==> src/rtl/psi_pkg.sv <==
// psi_pkg: constants and types of the status indicator and i/o override block.
// assumes a 100 MHz system clock and a classic wishbone register port.
//
// Contract
// - disabled input keeps scanning but ignores the physical input value
// - disabled output ignores the logic scan result
// - disabled points take a user forced on/off value, held until changed
// - re-enabled points resume following external inputs and scan outputs
// - supply lamp on while supply normal, off in overload low-voltage mode
// - healthy and stopped: run lamp on 2 s, off 2 s
// - running: run lamp on 0.25 s, off 0.25 s
// - tool-selected run/stop kept non-volatile and restored after power cycle
// - cartridge fitted and syntax good: enter run at power-up
// - watchdog or program fault: switch to stop and light error lamp
// - after minor error, power cycle may return the unit to run
// - after serious error, tool operations refused until fault cleared; only tool writes are refused here, reads are still answered
// - no error: error lamp off; steady error lamp means system error
// - error code reported: error lamp flashes at 0.5 s interval
// - code reported: lowest four output lamps show code, outputs disabled
// - code in binary, fourth lamp msb; codes 1..10 defined, 11..15 reserved
// - rx and tx lamps lit exactly while reception or transmission lasts
// - built-in port is slave only, never starts a transaction
// - reply transmitted only after a request has been received
// - input lamp lit while its external input is on
// - output lamp lit while the output is driven on
package psi_pkg;

  // clock and blink timing
  localparam int unsigned CLK_HZ = 100_000_000;
  localparam int unsigned CLK_PER_MS = CLK_HZ / 1000;
  localparam int unsigned RUN_HALF_MS = 250;
  localparam int unsigned ERR_HALF_MS = 500;
  localparam int unsigned STOP_HALF_MS = 2000;
  localparam int unsigned BASE_CYC = CLK_PER_MS * RUN_HALF_MS;
  localparam int unsigned ERR_SHIFT = $clog2(ERR_HALF_MS / RUN_HALF_MS);
  localparam int unsigned STOP_SHIFT = $clog2(STOP_HALF_MS / RUN_HALF_MS);
  localparam int unsigned PH_W = STOP_SHIFT + 1;

  // register word offsets (byte addresses)
  localparam logic [7:0] OFS_CTRL = 8'h00;
  localparam logic [7:0] OFS_STAT = 8'h04;
  localparam logic [7:0] OFS_IN_DIS = 8'h08;
  localparam logic [7:0] OFS_IN_FRC = 8'h0C;
  localparam logic [7:0] OFS_OUT_DIS = 8'h10;
  localparam logic [7:0] OFS_OUT_FRC = 8'h14;
  localparam logic [7:0] OFS_IN_IMG = 8'h18;
  localparam logic [7:0] OFS_OUT_IMG = 8'h1C;

  // field positions
  localparam int unsigned CTRL_RUN = 0;
  localparam int unsigned CTRL_CLR = 1;
  localparam int unsigned STAT_RUN = 0;
  localparam int unsigned STAT_CODE_LO = 4;
  localparam int unsigned STAT_ACT = 8;
  localparam int unsigned STAT_SYS = 9;
  localparam int unsigned STAT_SER = 10;
  localparam int unsigned STAT_NV = 11;

  // error codes shown on the code display lamps
  localparam int unsigned CODE_W = 4;
  localparam logic [3:0] CODE_NONE = 4'h0;
  localparam logic [3:0] CODE_UNSUP = 4'h1;
  localparam logic [3:0] CODE_ID = 4'h2;
  localparam logic [3:0] CODE_CSUM = 4'h3;
  localparam logic [3:0] CODE_STACK = 4'h4;
  localparam logic [3:0] CODE_WDOG = 4'h5;
  localparam logic [3:0] CODE_MAIN_IO = 4'h6;
  localparam logic [3:0] CODE_SYNTAX = 4'h7;
  localparam logic [3:0] CODE_MOD_CNT = 4'h8;
  localparam logic [3:0] CODE_PT_CNT = 4'h9;
  localparam logic [3:0] CODE_FLASH = 4'hA;

  // run/stop mode, one-hot
  typedef enum logic [1:0] {
    MODE_STOP = 2'b01,
    MODE_RUN = 2'b10
  } psi_mode_type;

endpackage

==> src/rtl/psi_blink_if.sv <==
// psi_blink_if: blink phases passed from the timer to the lamp logic.
// assumes one clock domain; phases are levels, low is the off phase.
`timescale 1ns/1ps
`default_nettype none
interface psi_blink_if;
  logic run_ph;
  logic err_ph;
  logic stop_ph;
  modport src (output run_ph, output err_ph, output stop_ph);
  modport dst (input run_ph, input err_ph, input stop_ph);
endinterface
`default_nettype wire

==> src/rtl/psi_blink.sv <==
// psi_blink: free-running lamp blink timer.
// assumes clk_i at CLK_HZ and synchronous active-high reset.
`timescale 1ns/1ps
`default_nettype none
module psi_blink
  import psi_pkg::*;
#(
  parameter int unsigned BASE = BASE_CYC
) (
  // clock and reset
  input wire logic clk_i,
  input wire logic rst_i,
  // phases out
  psi_blink_if.src bl
);
  localparam int unsigned CW = (BASE > 1) ? $clog2(BASE) : 1;

  typedef struct packed {
    logic [CW-1:0] cnt;
    logic [PH_W-1:0] ph;
  } psi_blink_st_type;

  psi_blink_st_type s_q, s_d;

  if (BASE < 2) begin : g_chk
    $error("psi_blink: BASE must be at least 2");
  end

  // base tick every quarter second; phase bits divide it by powers of two
  always_comb begin
    s_d = s_q;
    if (s_q.cnt == CW'(BASE - 1)) begin
      s_d.cnt = '0;
      s_d.ph = s_q.ph + PH_W'(1);
    end else begin
      s_d.cnt = s_q.cnt + CW'(1);
    end
  end

  // reset puts every phase in its off half
  always_ff @(posedge clk_i) begin
    if (rst_i) begin
      s_q <= '0;
    end else begin
      s_q <= s_d;
    end
  end

  assign bl.run_ph = s_q.ph[0];
  assign bl.err_ph = s_q.ph[ERR_SHIFT];
  assign bl.stop_ph = s_q.ph[STOP_SHIFT];
endmodule
`default_nettype wire

==> src/rtl/psi_top.sv <==
// psi_top: status lamps, run/stop keeping and per-point i/o disable/force.
// assumes synchronous inputs from the scan engine, port and supply monitor,
// and a classic wishbone master for the programming tool.
//
// Implementation choices: the Wishbone slave port and the placing of the registers.
`timescale 1ns/1ps
`default_nettype none
module psi_top
  import psi_pkg::*;
#(
  parameter int unsigned N_IN = 16,
  parameter int unsigned N_OUT = 16,
  parameter int unsigned BLINK_BASE_CYC = BASE_CYC
) (
  // clock and reset
  input wire logic clk_i,
  input wire logic rst_i,
  // wishbone slave
  input wire logic cyc_i,
  input wire logic stb_i,
  input wire logic we_i,
  input wire logic [7:0] adr_i,
  input wire logic [3:0] sel_i,
  input wire logic [31:0] dat_i,
  output logic [31:0] dat_o,
  output logic ack_o,
  // scan engine
  input wire logic [N_IN-1:0] ext_in_i,
  input wire logic [N_OUT-1:0] scan_out_i,
  output logic [N_IN-1:0] in_image_o,
  output logic [N_OUT-1:0] phys_out_o,
  output logic run_o,
  // faults
  input wire logic err_event_i,
  input wire logic [3:0] err_code_i,
  input wire logic err_serious_i,
  input wire logic sys_err_i,
  input wire logic fault_clear_i,
  // power-up sources
  input wire logic nv_run_i,
  input wire logic cartridge_fitted_i,
  input wire logic cartridge_syntax_ok_i,
  output logic nv_run_o,
  // supply monitor
  input wire logic supply_good_i,
  input wire logic overload_i,
  // built-in comm port
  input wire logic rx_active_i,
  input wire logic tx_active_i,
  output logic reply_permit_o,
  // front panel lamps
  output logic supply_ok_lamp_o,
  output logic run_lamp_o,
  output logic err_lamp_o,
  output logic rx_lamp_o,
  output logic tx_lamp_o,
  output logic [N_IN-1:0] input_point_lamp_o,
  output logic [N_OUT-1:0] output_point_lamp_o
);

  ////////////////////////////////////////////////////////////////////////
  // elaboration checks

  if (N_IN < 1 || N_IN > 32) begin : g_chk_in
    $error("psi_top: N_IN must be 1..32");
  end
  if (N_OUT < CODE_W || N_OUT > 32) begin : g_chk_out
    $error("psi_top: N_OUT must be 4..32");
  end

  ////////////////////////////////////////////////////////////////////////
  // state

  typedef struct packed {
    logic ack;
    logic [31:0] rdat;
    psi_mode_type mode;
    logic boot;
    logic serious;
    logic sys_err;
    logic [CODE_W-1:0] code;
    logic nv_run;
    logic [N_IN-1:0] in_dis;
    logic [N_IN-1:0] in_frc;
    logic [N_IN-1:0] in_img;
    logic [N_IN-1:0] in_lamp;
    logic [N_OUT-1:0] out_dis;
    logic [N_OUT-1:0] out_frc;
    logic [N_OUT-1:0] out_img;
    logic [N_OUT-1:0] out_lamp;
    logic [N_OUT-1:0] phys;
    logic supply_ok_lamp;
    logic run_lamp;
    logic err_lamp;
    logic rx_lamp;
    logic tx_lamp;
    logic permit;
  } psi_top_st_type;

  psi_top_st_type s_q, s_d;

  psi_blink_if bl ();

  // blink timer
  psi_blink #(
    .BASE(BLINK_BASE_CYC)
  ) u_blink (
    .clk_i(clk_i),
    .rst_i(rst_i),
    .bl(bl)
  );

  ////////////////////////////////////////////////////////////////////////
  // bus decode helpers

  logic req;
  logic wr;
  logic locked;
  logic [31:0] wmask;
  logic [31:0] in_pad;
  logic [31:0] out_pad;
  logic [N_OUT-1:0] code_mask;
  logic [N_OUT-1:0] code_bits;

  // a request is taken once; ack drops the cycle after it was given
  assign req = cyc_i & stb_i & ~s_q.ack;
  assign wr = req & we_i;
  // serious fault locks out every tool write
  assign locked = s_q.serious;
  assign wmask = {{8{sel_i[3]}}, {8{sel_i[2]}}, {8{sel_i[1]}}, {8{sel_i[0]}}};
  assign code_mask = N_OUT'({CODE_W{1'b1}});
  assign code_bits = N_OUT'(s_q.code);

  // byte-lane merge of a write into a narrow register
  function automatic logic [31:0] merge(input logic [31:0] old);
    merge = (old & ~wmask) | (dat_i & wmask);
  endfunction

  assign in_pad = 32'(s_q.in_dis);
  assign out_pad = 32'(s_q.out_dis);

  ////////////////////////////////////////////////////////////////////////
  // next state

  always_comb begin
    logic code_act;
    logic healthy;
    code_act = 1'b0;
    healthy = 1'b0;
    s_d = s_q;
    s_d.ack = req;
    s_d.boot = 1'b0;

    // power-up: cartridge wins, else the retained mode comes back
    if (s_q.boot) begin
      if (cartridge_fitted_i) begin
        s_d.mode = cartridge_syntax_ok_i ? MODE_RUN : MODE_STOP;
        if (!cartridge_syntax_ok_i) begin
          s_d.code = CODE_SYNTAX;
        end
      end else begin
        s_d.mode = nv_run_i ? MODE_RUN : MODE_STOP;
      end
      s_d.nv_run = nv_run_i;
    end

    // register writes from the tool
    if (wr && !locked) begin
      unique case (adr_i)
        OFS_CTRL: begin
          if (sel_i[0]) begin
            s_d.mode = dat_i[CTRL_RUN] ? MODE_RUN : MODE_STOP;
            s_d.nv_run = dat_i[CTRL_RUN];
            if (dat_i[CTRL_CLR]) begin
              s_d.code = CODE_NONE;
            end
          end
        end
        OFS_IN_DIS: s_d.in_dis = N_IN'(merge(in_pad));
        OFS_IN_FRC: s_d.in_frc = N_IN'(merge(32'(s_q.in_frc)));
        OFS_OUT_DIS: s_d.out_dis = N_OUT'(merge(out_pad));
        OFS_OUT_FRC: s_d.out_frc = N_OUT'(merge(32'(s_q.out_frc)));
        default: begin
        end
      endcase
    end

    // read data, unmapped reads as zero
    s_d.rdat = '0;
    if (req && !we_i) begin
      unique case (adr_i)
        OFS_CTRL: s_d.rdat[CTRL_RUN] = (s_q.mode == MODE_RUN);
        OFS_STAT: begin
          s_d.rdat[STAT_RUN] = (s_q.mode == MODE_RUN);
          s_d.rdat[STAT_CODE_LO +: CODE_W] = s_q.code;
          s_d.rdat[STAT_ACT] = (s_q.code != CODE_NONE);
          s_d.rdat[STAT_SYS] = s_q.sys_err;
          s_d.rdat[STAT_SER] = s_q.serious;
          s_d.rdat[STAT_NV] = s_q.nv_run;
        end
        OFS_IN_DIS: s_d.rdat = in_pad;
        OFS_IN_FRC: s_d.rdat = 32'(s_q.in_frc);
        OFS_OUT_DIS: s_d.rdat = out_pad;
        OFS_OUT_FRC: s_d.rdat = 32'(s_q.out_frc);
        OFS_IN_IMG: s_d.rdat = 32'(s_q.in_img);
        OFS_OUT_IMG: s_d.rdat = 32'(s_q.out_img);
        default: s_d.rdat = '0;
      endcase
    end

    // fault clearing first, so a fault in the same cycle still lands
    if (fault_clear_i) begin
      s_d.serious = 1'b0;
    end
    s_d.sys_err = sys_err_i;
    if (sys_err_i) begin
      s_d.mode = MODE_STOP;
    end
    if (err_event_i) begin
      s_d.mode = MODE_STOP;
      if (err_code_i != CODE_NONE) begin
        s_d.code = err_code_i;
      end
      if (err_serious_i) begin
        s_d.serious = 1'b1;
        s_d.nv_run = 1'b0;
      end
      // minor: the retained run stays, so a power cycle resumes run
    end

    // input image: disabled points hold their forced value
    s_d.in_img = (ext_in_i & ~s_q.in_dis) | (s_q.in_frc & s_q.in_dis);
    // output image: disabled points ignore the scan result
    s_d.out_img = (scan_out_i & ~s_q.out_dis) | (s_q.out_frc & s_q.out_dis);

    // code display borrows the four lowest output lamps
    code_act = (s_d.code != CODE_NONE);
    if (code_act) begin
      s_d.out_lamp = (s_d.out_img & ~code_mask) | N_OUT'(s_d.code);
      s_d.phys = s_d.out_img & ~code_mask;
    end else begin
      s_d.out_lamp = s_d.out_img;
      s_d.phys = s_d.out_img;
    end
    s_d.in_lamp = ext_in_i;

    // lamps
    s_d.supply_ok_lamp = supply_good_i & ~overload_i;
    healthy = ~s_d.sys_err;
    if (s_d.mode == MODE_RUN) begin
      s_d.run_lamp = bl.run_ph;
    end else begin
      s_d.run_lamp = healthy & bl.stop_ph;
    end
    if (s_d.sys_err) begin
      s_d.err_lamp = 1'b1;
    end else if (code_act) begin
      s_d.err_lamp = bl.err_ph;
    end else begin
      s_d.err_lamp = 1'b0;
    end
    s_d.rx_lamp = rx_active_i;
    s_d.tx_lamp = tx_active_i;

    // slave-only port: a reply is permitted only once a request came in;
    // the permit ends when the reply finishes
    if (rx_active_i) begin
      s_d.permit = 1'b1;
    end else if (s_q.tx_lamp && !tx_active_i) begin
      s_d.permit = 1'b0;
    end
  end

  ////////////////////////////////////////////////////////////////////////
  // registers

  // boot flag starts the power-up restore one cycle after release
  always_ff @(posedge clk_i) begin
    if (rst_i) begin
      s_q <= '0;
      s_q.mode <= MODE_STOP;
      s_q.boot <= 1'b1;
    end else begin
      s_q <= s_d;
    end
  end

  ////////////////////////////////////////////////////////////////////////
  // outputs straight from flip-flops, run_o decoded from the mode flip-flops

  assign dat_o = s_q.rdat;
  assign ack_o = s_q.ack;
  assign in_image_o = s_q.in_img;
  assign phys_out_o = s_q.phys;
  assign run_o = (s_q.mode == MODE_RUN);
  assign nv_run_o = s_q.nv_run;
  assign reply_permit_o = s_q.permit;
  assign supply_ok_lamp_o = s_q.supply_ok_lamp;
  assign run_lamp_o = s_q.run_lamp;
  assign err_lamp_o = s_q.err_lamp;
  assign rx_lamp_o = s_q.rx_lamp;
  assign tx_lamp_o = s_q.tx_lamp;
  assign input_point_lamp_o = s_q.in_lamp;
  assign output_point_lamp_o = s_q.out_lamp;

endmodule
`default_nettype wire

==> config.mk <==
export PLATFORM = sky130hd
export DESIGN_NAME = psi_top
export DESIGN_NICKNAME = d
export VERILOG_FILES = /design/src/rtl/psi_pkg.sv /design/src/rtl/psi_blink_if.sv /design/src/rtl/psi_blink.sv /design/src/rtl/psi_top.sv
export SDC_FILE = /design/constraint.sdc
export NUM_CORES = 1
export LEC_CHECK = 0
export BUFFER_PORTS_ARGS = -buffer_cell sky130_fd_sc_hd__buf_2
export CORE_ASPECT_RATIO = 1.1
export CORE_UTILIZATION = 55
export CTS_BUF_LIST = sky130_fd_sc_hd__clkbuf_2
export CTS_CLUSTER_DIAMETER = 120
export DETAILED_ROUTE_END_ITERATION = 12
export PLACE_DENSITY_LB_ADDON = 0.12
export SYNTH_ARGS = -nofsm -noshare
export SYNTH_HDL_FRONTEND = slang
export SYNTH_HIERARCHICAL = 1
export SYNTH_SLANG_ARGS = --single-unit
export TNS_END_PERCENT = 50
==> constraint.sdc <==
create_clock -name clk_i -period 5.7 [get_ports clk_i]
set_input_delay 0.855 -clock clk_i [delete_from_list [all_inputs] [get_ports clk_i]]
set_output_delay 0.855 -clock clk_i [all_outputs]
set_load 0.05 [all_outputs]
==> results.ini, run 1 <==
[pwr]
leakage_nw = 3.442
ir_drop_mv = 0.1199
p_per_area_nw_per_um2 = 258.2
power.total_mw = 2.266

[worst_setup_path]
timing.rr.end = u_blink/s_q[8]$_SDFF_PP0_
critPathKind = flop to output pin
worst-path-max-fanout = 3
worst-r2r-setup-slack_ps = 3220
r2r_cells = 4
cp_cell_sequence = nor2b_1 -> buf_2
critical_path.max_stage_delay_ps = 390
path_delay_family = flip-flops
r2r-start = u_blink/s_q[6]$_SDFF_PP0_
start_kind = flop
cp.arrival_ps = 1780
required_ps = 4850
crit_buf_inv = 1
cp_slowest_cell = dfxtp_1
worst_setup_path_end_kind = output pin

[yosys]
yosysUniqueCellTypes = 69
ys_async_sr_fraction_pct = 0
ys_ff_latch = 182
syn-cell-area_sq_um = 8274
syn_inst = 854
synth_edf_count = 0
synth_warnings = 6
synth_area_leaders = dfxtp_1 (44%), mux2i_1 (12%), buf_4 (8.8%)
yosys.area.top_type_share_pct = 44.03
ys_seq_area_share_pct = 44.03
synthFlopType = dfxtp_1
avgSynthCellArea_sq_um = 9.689
synth_top_cell_by_area = dfxtp_1

[finish]
area_growth_pct = 6.049
drive_above_1_share_pct = 25.32
fill_cells = 1287
layout.nets = 1025
fin_util_pct = 60.26

[floorplanning]
core_area_sq_um = 14560
dieArea_sq_um = 15540
die_w_microns = 118.9
pin_count = 201
die_h_microns = 130.6
initial_core_util_pct = 56.82
row_count = 46

[timing]
maxSlewViolCount = 0
tightestPinTransition_ps = 1034
grt_setup_unrepaired = no
clock_skew_ps = 25.75
fin_setup_tns_ps = 0
timing.fmax_mhz = 379.1
final_hold_viol_count = 0
min_period_ps = 2638
relSlewSlack_pct = 31.08
fin_crit_sh_pct = 46.28
setup_viol = 0
hold_slack_ps = 242.1

[detailed_routing]
wirelength_microns = 18620
vias = 6177
viasPerCell = 5.447
drcViolationCount = 0
drt_iter0_drc = 392
first_pass_iters = 5
postRouteAntennaNets = 0
wl_per_cell_microns = 16.42

[clock_network]
numCtsBuffers = 17
cts_sinks = 182
cts_resized = 0
post_cts_buffers = 0
clk_pin_slew_ps = 250
clk_latency_ps = 750
htreeDepth = 4
cts_tree = done
clk_path_buf_depth = 2
ctsHoldBuffers = 0
cts_root_buf = clkbuf_2

[placed_design]
hpwlAfterDp_microns = 13280
io_buffers = 166
gp_congestion = 0.8711

[worst_hold_path]
hold_depth = 2
min-delay-path-class = primary input to flop
min_from = overload_i
hold_end = supply_ok_lamp_o$_SDFF_PP0_

[run_status]
status = finished clean

[grt]
grt_max_degree = 105
first_global_vias = 5790
grt_pass1_wl_microns = 28950
antenna_found_initial = 3
grtUsageTotal_pct = 24.19
global_route.overflow_total = 0

[flow_run]
cap_violations = 0

-- report_power, final --
part           leakage [nW]  total [mW]  switching [mW]  internal, mW
Sequential             1.48        1.32          0.0155          1.31
Combinational          1.82       0.292           0.215        0.0761
Clock                 0.143       0.653           0.448         0.204
-- metrics by stage --
| stage | area [sq um] | setup WS [ps] | instances |
|---|---|---|---|
| 2_1_floorplan | 8330 | 3329 | 869 |
| 6_report | 8775 | 3062 | 1134 |
| 3_5_place_dp | 8529 | 2438 | 1100 |
| 5_1_grt | 8772 | 2898 | 1133 |
| 4_1_cts | 8770 | 3000 | 1132 |
| 3_3_place_gp | 8529 | 2482 | 1100 |
-- per-layer routing --
metal | wire, microns | share of wire [%] | track usage (%) | up-vias
met3 | 1026 | 5.5 | 6.033 | 27
met4 | 272 | 1.5 | 8.414 | 2
met5 | 12 | 0.064 | 0 | -
met1 | 8275 | 44 | 30.11 | 2960
li1 | - | - | - | 3012
met2 | 9034 | 49 | 41.11 | 176
-- layout make-up --
cell class                 instances  area [sq um]  area share [%]
multi-input combinational        547          3752           42.76
sequential                       182          3643           41.52
timing repair buffer             169         855.8           9.753
tap                              192         240.2           2.738
clock inverter                    15         155.1           1.768
clock buffer                      17         85.08          0.9696
inverter                          10         37.54          0.4278
antenna                            2         5.005         0.05704
-- cell families (layout without fill, tap and decap cells) --
| group | after synthesis | after routing | synth area share, % |
|---|---|---|---|
| AO/OA/AOI/OAI | 113 | 113 | 8.680 |
| multiplexers | 113 | 113 | 15.18 |
| AND/OR/NAND/NOR | 294 | 294 | 19.51 |
| flip-flops | 182 | 182 | 44.03 |
| other | 1 | 18 | 0.04532 |
| adder cells (fa/ha/maj) | 2 | 2 | 0.3024 |
| buffers and inverters | 140 | 211 | 11.30 |
| XOR/XNOR | 9 | 9 | 0.9527 |
-- synthesized netlist by cell type (7+ instances only) --
library cell    n
o21ai_0        15
nand2b_1        8
nand3_1        12
xor2_1          8
o31ai_1         7
nand2_1        62
buf_4          97
and2_1          9
nand4_1         9
or3_1          12
mux2i_1       103
o22ai_1        10
a22oi_1         9
a21oi_1        45
clkbuf_1       17
nor2_1        104
a22o_1          8
inv_1          10
nor2b_1        22
dfxtp_1       182
-- worst max-delay path by stage --
stage / endpoint / slack (ps) / start / depth (start not counted)
final: run_o / 3060 / s_q[159]$_SDFF_PP0_ / 2
after global routing: run_o / 2900 / s_q[159]$_SDFF_PP0_ / 2
after CTS: run_o / 3000 / s_q[159]$_SDFF_PP0_ / 2
after detailed placement: flop / 2440 / adr_i[2] / 6
after global placement: flop / 2480 / adr_i[2] / 6
after floorplan: s_q[158]$_SDFF_PP1_ / 3330 / adr_i[2] / 5
-- cells in the final DEF, fill, tap and decap left out, types with 4 or more instances in the layout --
cell type	netlist	layout
buf_4	97	4
o21bai_1	4	4
nand4_1	9	9
mux2i_1	103	103
buf_2	6	165
inv_1	10	10
clkinv_4	0	4
o31ai_1	7	7
or3_1	12	12
nand2_1	62	62
xor2_1	8	8
a22oi_1	9	9
a22o_1	8	8
nor2_1	104	104
and2_1	9	9
nor2_4	6	6
a21oi_1	45	45
dfxtp_1	182	182
mux4_2	6	6
conb_1	1	16
or4_1	5	5
nor2b_1	22	22
clkbuf_2	0	17
nand2b_1	8	8
o21ai_0	15	15
o22ai_1	10	10
nand3b_1	6	6
nand3_1	12	12
Power figures use the tool's default switching activity.
==> run 2, diff against run 1 <==
Settings changed: ABC_AREA from default to 1.
Clock period 5.7 ns to 2.6 ns, I/O delays scaled along.
==> run 2 against run 1 <==
  * Via count increased by 20%
  * Largest cell class is now registers
  * Synthesized cell count increased by 34%
  * Sequential share of layout area decreased by 3.7 points
  * Worst hold slack got worse by 170 ps
  * Die area increased by 2.3%
  * Critical path type unchanged
==> results.ini, run 2 <==
[yosys]
synth_top_cell_by_area = dfxtp_1  ; unchanged
yosys.area.top_type_share_pct = 43.02  ; was 44.03%
avgSynthCellArea_sq_um = 7.397  ; was 9.689 sq um
syn_inst = 1145  ; was 854
synth_xor_area_share_pct = 1.241  ; was 0.9527%
ys_async_sr_fraction_pct = 0  ; unchanged
yosys.area_share.adder_pct = 0.2955  ; was 0.3024%
synth_warnings = 6  ; unchanged
synth_area_leaders = dfxtp_1 (43%), buf_4 (8.7%), nand2_1 (8.6%)  ; was dfxtp_1 (44%), mux2i_1 (12%), buf_4 (8.8%)
synth_top_cells_by_count = nand2_1 (195), dfxtp_1 (182), nor2_1 (170), inv_1 (123), buf_4 (98)  ; was dfxtp_1 (182), nor2_1 (104), mux2i_1 (103), buf_4 (97), nand2_1 (62)
synth_most_common_cell = nand2_1  ; was dfxtp_1
ys_ff_latch = 182  ; unchanged
ys_seq_area_share_pct = 43.02  ; was 44.03%
synth_top_family_by_area = simple AND/OR/NAND/NOR gates  ; unchanged
yosysUniqueCellTypes = 43  ; was 69
synthSimpleGateAreaFrac_pct = 25.73  ; was 19.51%
syn-cell-area_sq_um = 8469  ; was 8274 sq um
synthFlopType = dfxtp_1  ; unchanged
synth_mux_area_share_pct = 0.1330  ; was 15.18%
synth_edf_count = 0  ; unchanged
synth_compound_area_share_pct = 12.85  ; was 8.680%

[worst_setup_path]
crit_buf_inv = 2  ; was 1
cp_slowest_cell = dfxtp_1  ; unchanged
cp_cell_sequence = inv_1 -> nor2_1 -> buf_2  ; was nor2b_1 -> buf_2
r2r-start = ack_o$_SDFF_PP0_  ; was u_blink/s_q[6]$_SDFF_PP0_
cp.arrival_ps = 1710  ; was 1780 ps
worst_setup_path_end_kind = output pin  ; unchanged
r2r_cells = 6  ; was 4
required_ps = 2210  ; was 4850 ps
worst-path-max-fanout = 2  ; was 3
critPathKind = flop to output pin  ; unchanged
start_kind = flop  ; unchanged
path_delay_family = flip-flops  ; unchanged
critical_path.max_stage_delay_ps = 370  ; was 390 ps
worst-r2r-setup-slack_ps = 830  ; was 3220 ps

[worst_hold_path]
min_from = nv_run_i  ; was overload_i
min-delay-path-class = primary input to flop  ; unchanged
hold_end = nv_run_o$_SDFF_PP0_  ; was supply_ok_lamp_o$_SDFF_PP0_
hold_depth = 5  ; was 2

[clock_network]
post_cts_buffers = 0  ; unchanged
clk_path_buf_depth = 2  ; unchanged
cts_sinks = 182  ; unchanged
htreeDepth = 4  ; unchanged
clk_pin_slew_ps = 240  ; was 250 ps
cts_resized = 0  ; unchanged
cts_root_buf = clkbuf_2  ; unchanged
cts_tree = done  ; unchanged
numCtsBuffers = 17  ; unchanged
clk_latency_ps = 740  ; was 750 ps

[timing]
grt_setup_unrepaired = no  ; unchanged
setup_viol = 0  ; unchanged
fin_crit_sh_pct = 80.94
min_period_ps = 2105
final_hold_viol_count = 0  ; unchanged
clock_skew_ps = 40.91  ; was 25.75 ps
tightestPinTransition_ps = 607.6  ; was 1034 ps
relSlewSlack_pct = 59.12  ; was 31.08%
maxSlewViolCount = 0  ; unchanged
fin_setup_tns_ps = 0  ; unchanged
timing.fmax_mhz = 475.2

[grt]
global_route.overflow_total = 0  ; unchanged
grt_max_degree = 48  ; was 105
antenna_found_initial = 2  ; was 3
first_global_vias = 6749  ; was 5790
grtUsageTotal_pct = 26.31  ; was 24.19%
grt_pass1_wl_microns = 32850  ; was 28950 microns

[detailed_routing]
drt_iter0_drc = 542  ; was 392
wl_per_cell_microns = 13.50  ; was 16.42 microns
postRouteAntennaNets = 0  ; unchanged
vias = 7404  ; was 6177
viasPerCell = 4.920  ; was 5.447
drcViolationCount = 0  ; unchanged
first_pass_iters = 5  ; unchanged
wirelength_microns = 20320  ; was 18620 microns

[finish]
drive_above_1_share_pct = 21.35  ; was 25.32%
area_growth_pct = 13.84  ; was 6.049%
layout_common_cells = nand2_1 (195), dfxtp_1 (182), nor2_1 (170)  ; was dfxtp_1 (182), buf_2 (165), nor2_1 (104)
layout.nets = 1393  ; was 1025
fin_util_pct = 64.05  ; was 60.26%
fill_cells = 1410  ; was 1287
layout_commonest_cell = nand2_1  ; was dfxtp_1

[floorplanning]
die_h_microns = 132.2  ; was 130.6 microns
dieArea_sq_um = 15900  ; was 15540 sq um
initial_core_util_pct = 56.26  ; was 56.82%
core_area_sq_um = 15050  ; was 14560 sq um
pin_count = 201  ; unchanged
row_count = 47  ; was 46
die_w_microns = 120.3  ; was 118.9 microns

[pwr]
p_per_area_nw_per_um2 = 512.6  ; was 258.2 nW/um^2
leakage_nw = 4.367  ; was 3.442 nW
ir_drop_mv = 0.3148  ; was 0.1199 mV

[placed_design]
gp_congestion = 0.8702  ; was 0.8711
io_buffers = 166  ; unchanged
hpwlAfterDp_microns = 13990  ; was 13280 microns

[flow_run]
cap_violations = 0  ; unchanged

[run_status]
status = finished clean  ; unchanged

## run 2: worst max path at each step
stage / slack, ps / end / depth (start not counted) / from
2_1_floorplan: 900 / flop / 6 / ack_o$_SDFF_PP0_
3_3_place_gp: 530 / flop / 9 / adr_i[1]
3_5_place_dp: 490 / flop / 9 / adr_i[4]
4_1_cts: 480 / run_o / 3 / s_q[159]$_SDFF_PP0_
5_1_grt: 390 / run_o / 3 / s_q[159]$_SDFF_PP0_
6_report: 500 / run_o / 3 / s_q[159]$_SDFF_PP0_
## run 2: metrics by stage
stage	cells	power [mW]	worst slack [ps]	instance area (sq um)	hold slack (ps)
after global routing	1504	5.132	393.3	9639	22.28
after CTS	1503	4.979	482.5	9637	7.606
final	1505	4.943	495.5	9642	71.79
after global placement	1405	3.556	526.2	8756	432.0
after detailed placement	1405	3.560	490.8	8756	439.8
after floorplan	1160	3.475	901.1	8526	417.7
## run 2: timing repair
item	CTS	global route
hold buffers	67	0
hold endpoints to repair	130	0
setup endpoints to repair	0	0
## run 2: where the power goes
group | switching [mW] | total, mW | internal [mW]
Clock | 0.918 | 1.35 | 0.436
Combinational | 0.489 | 0.698 | 0.209
Sequential | 0.0295 | 2.89 | 2.86
Total | 1.44 | 4.94 | 3.51
## run 2: cells by family after synthesis
| logic type | Yosys count |
|---|---|
| XOR/XNOR | 12 |
| flip-flops | 182 |
| AO/OA/AOI/OAI | 207 |
| AND/OR/NAND/NOR | 482 |
| multiplexers | 1 |
| buffers and inverters | 258 |
| other | 1 |
| adder cells (fa/ha/maj) | 2 |
## run 2: tightest hold or removal path: cells and delay by family
family	cells	cell delay [ps]
and+or+nand+nor	2	90
buffers and inverters	1	110
AOI/OAI and AO/OA	2	220
## run 2: cell type report
class	count	area [sq um]	area share (%)
timing repair buffer	242	1569	16.27
multi-input combinational	720	3470	35.98
sequential	182	3643	37.79
tap	196	245.2	2.543
clock inverter	11	110.1	1.142
antenna	2	5.005	0.05191
clock buffer	20	100.1	1.038
inverter	132	499.2	5.178
## run 2: per-layer routing
metal | global-route usage, % | share of wire (%)
met5 | 0 | 0
met4 | 7.476 | 1.6
met3 | 5.190 | 5.8
met2 | 44.09 | 47
met1 | 34.29 | 46
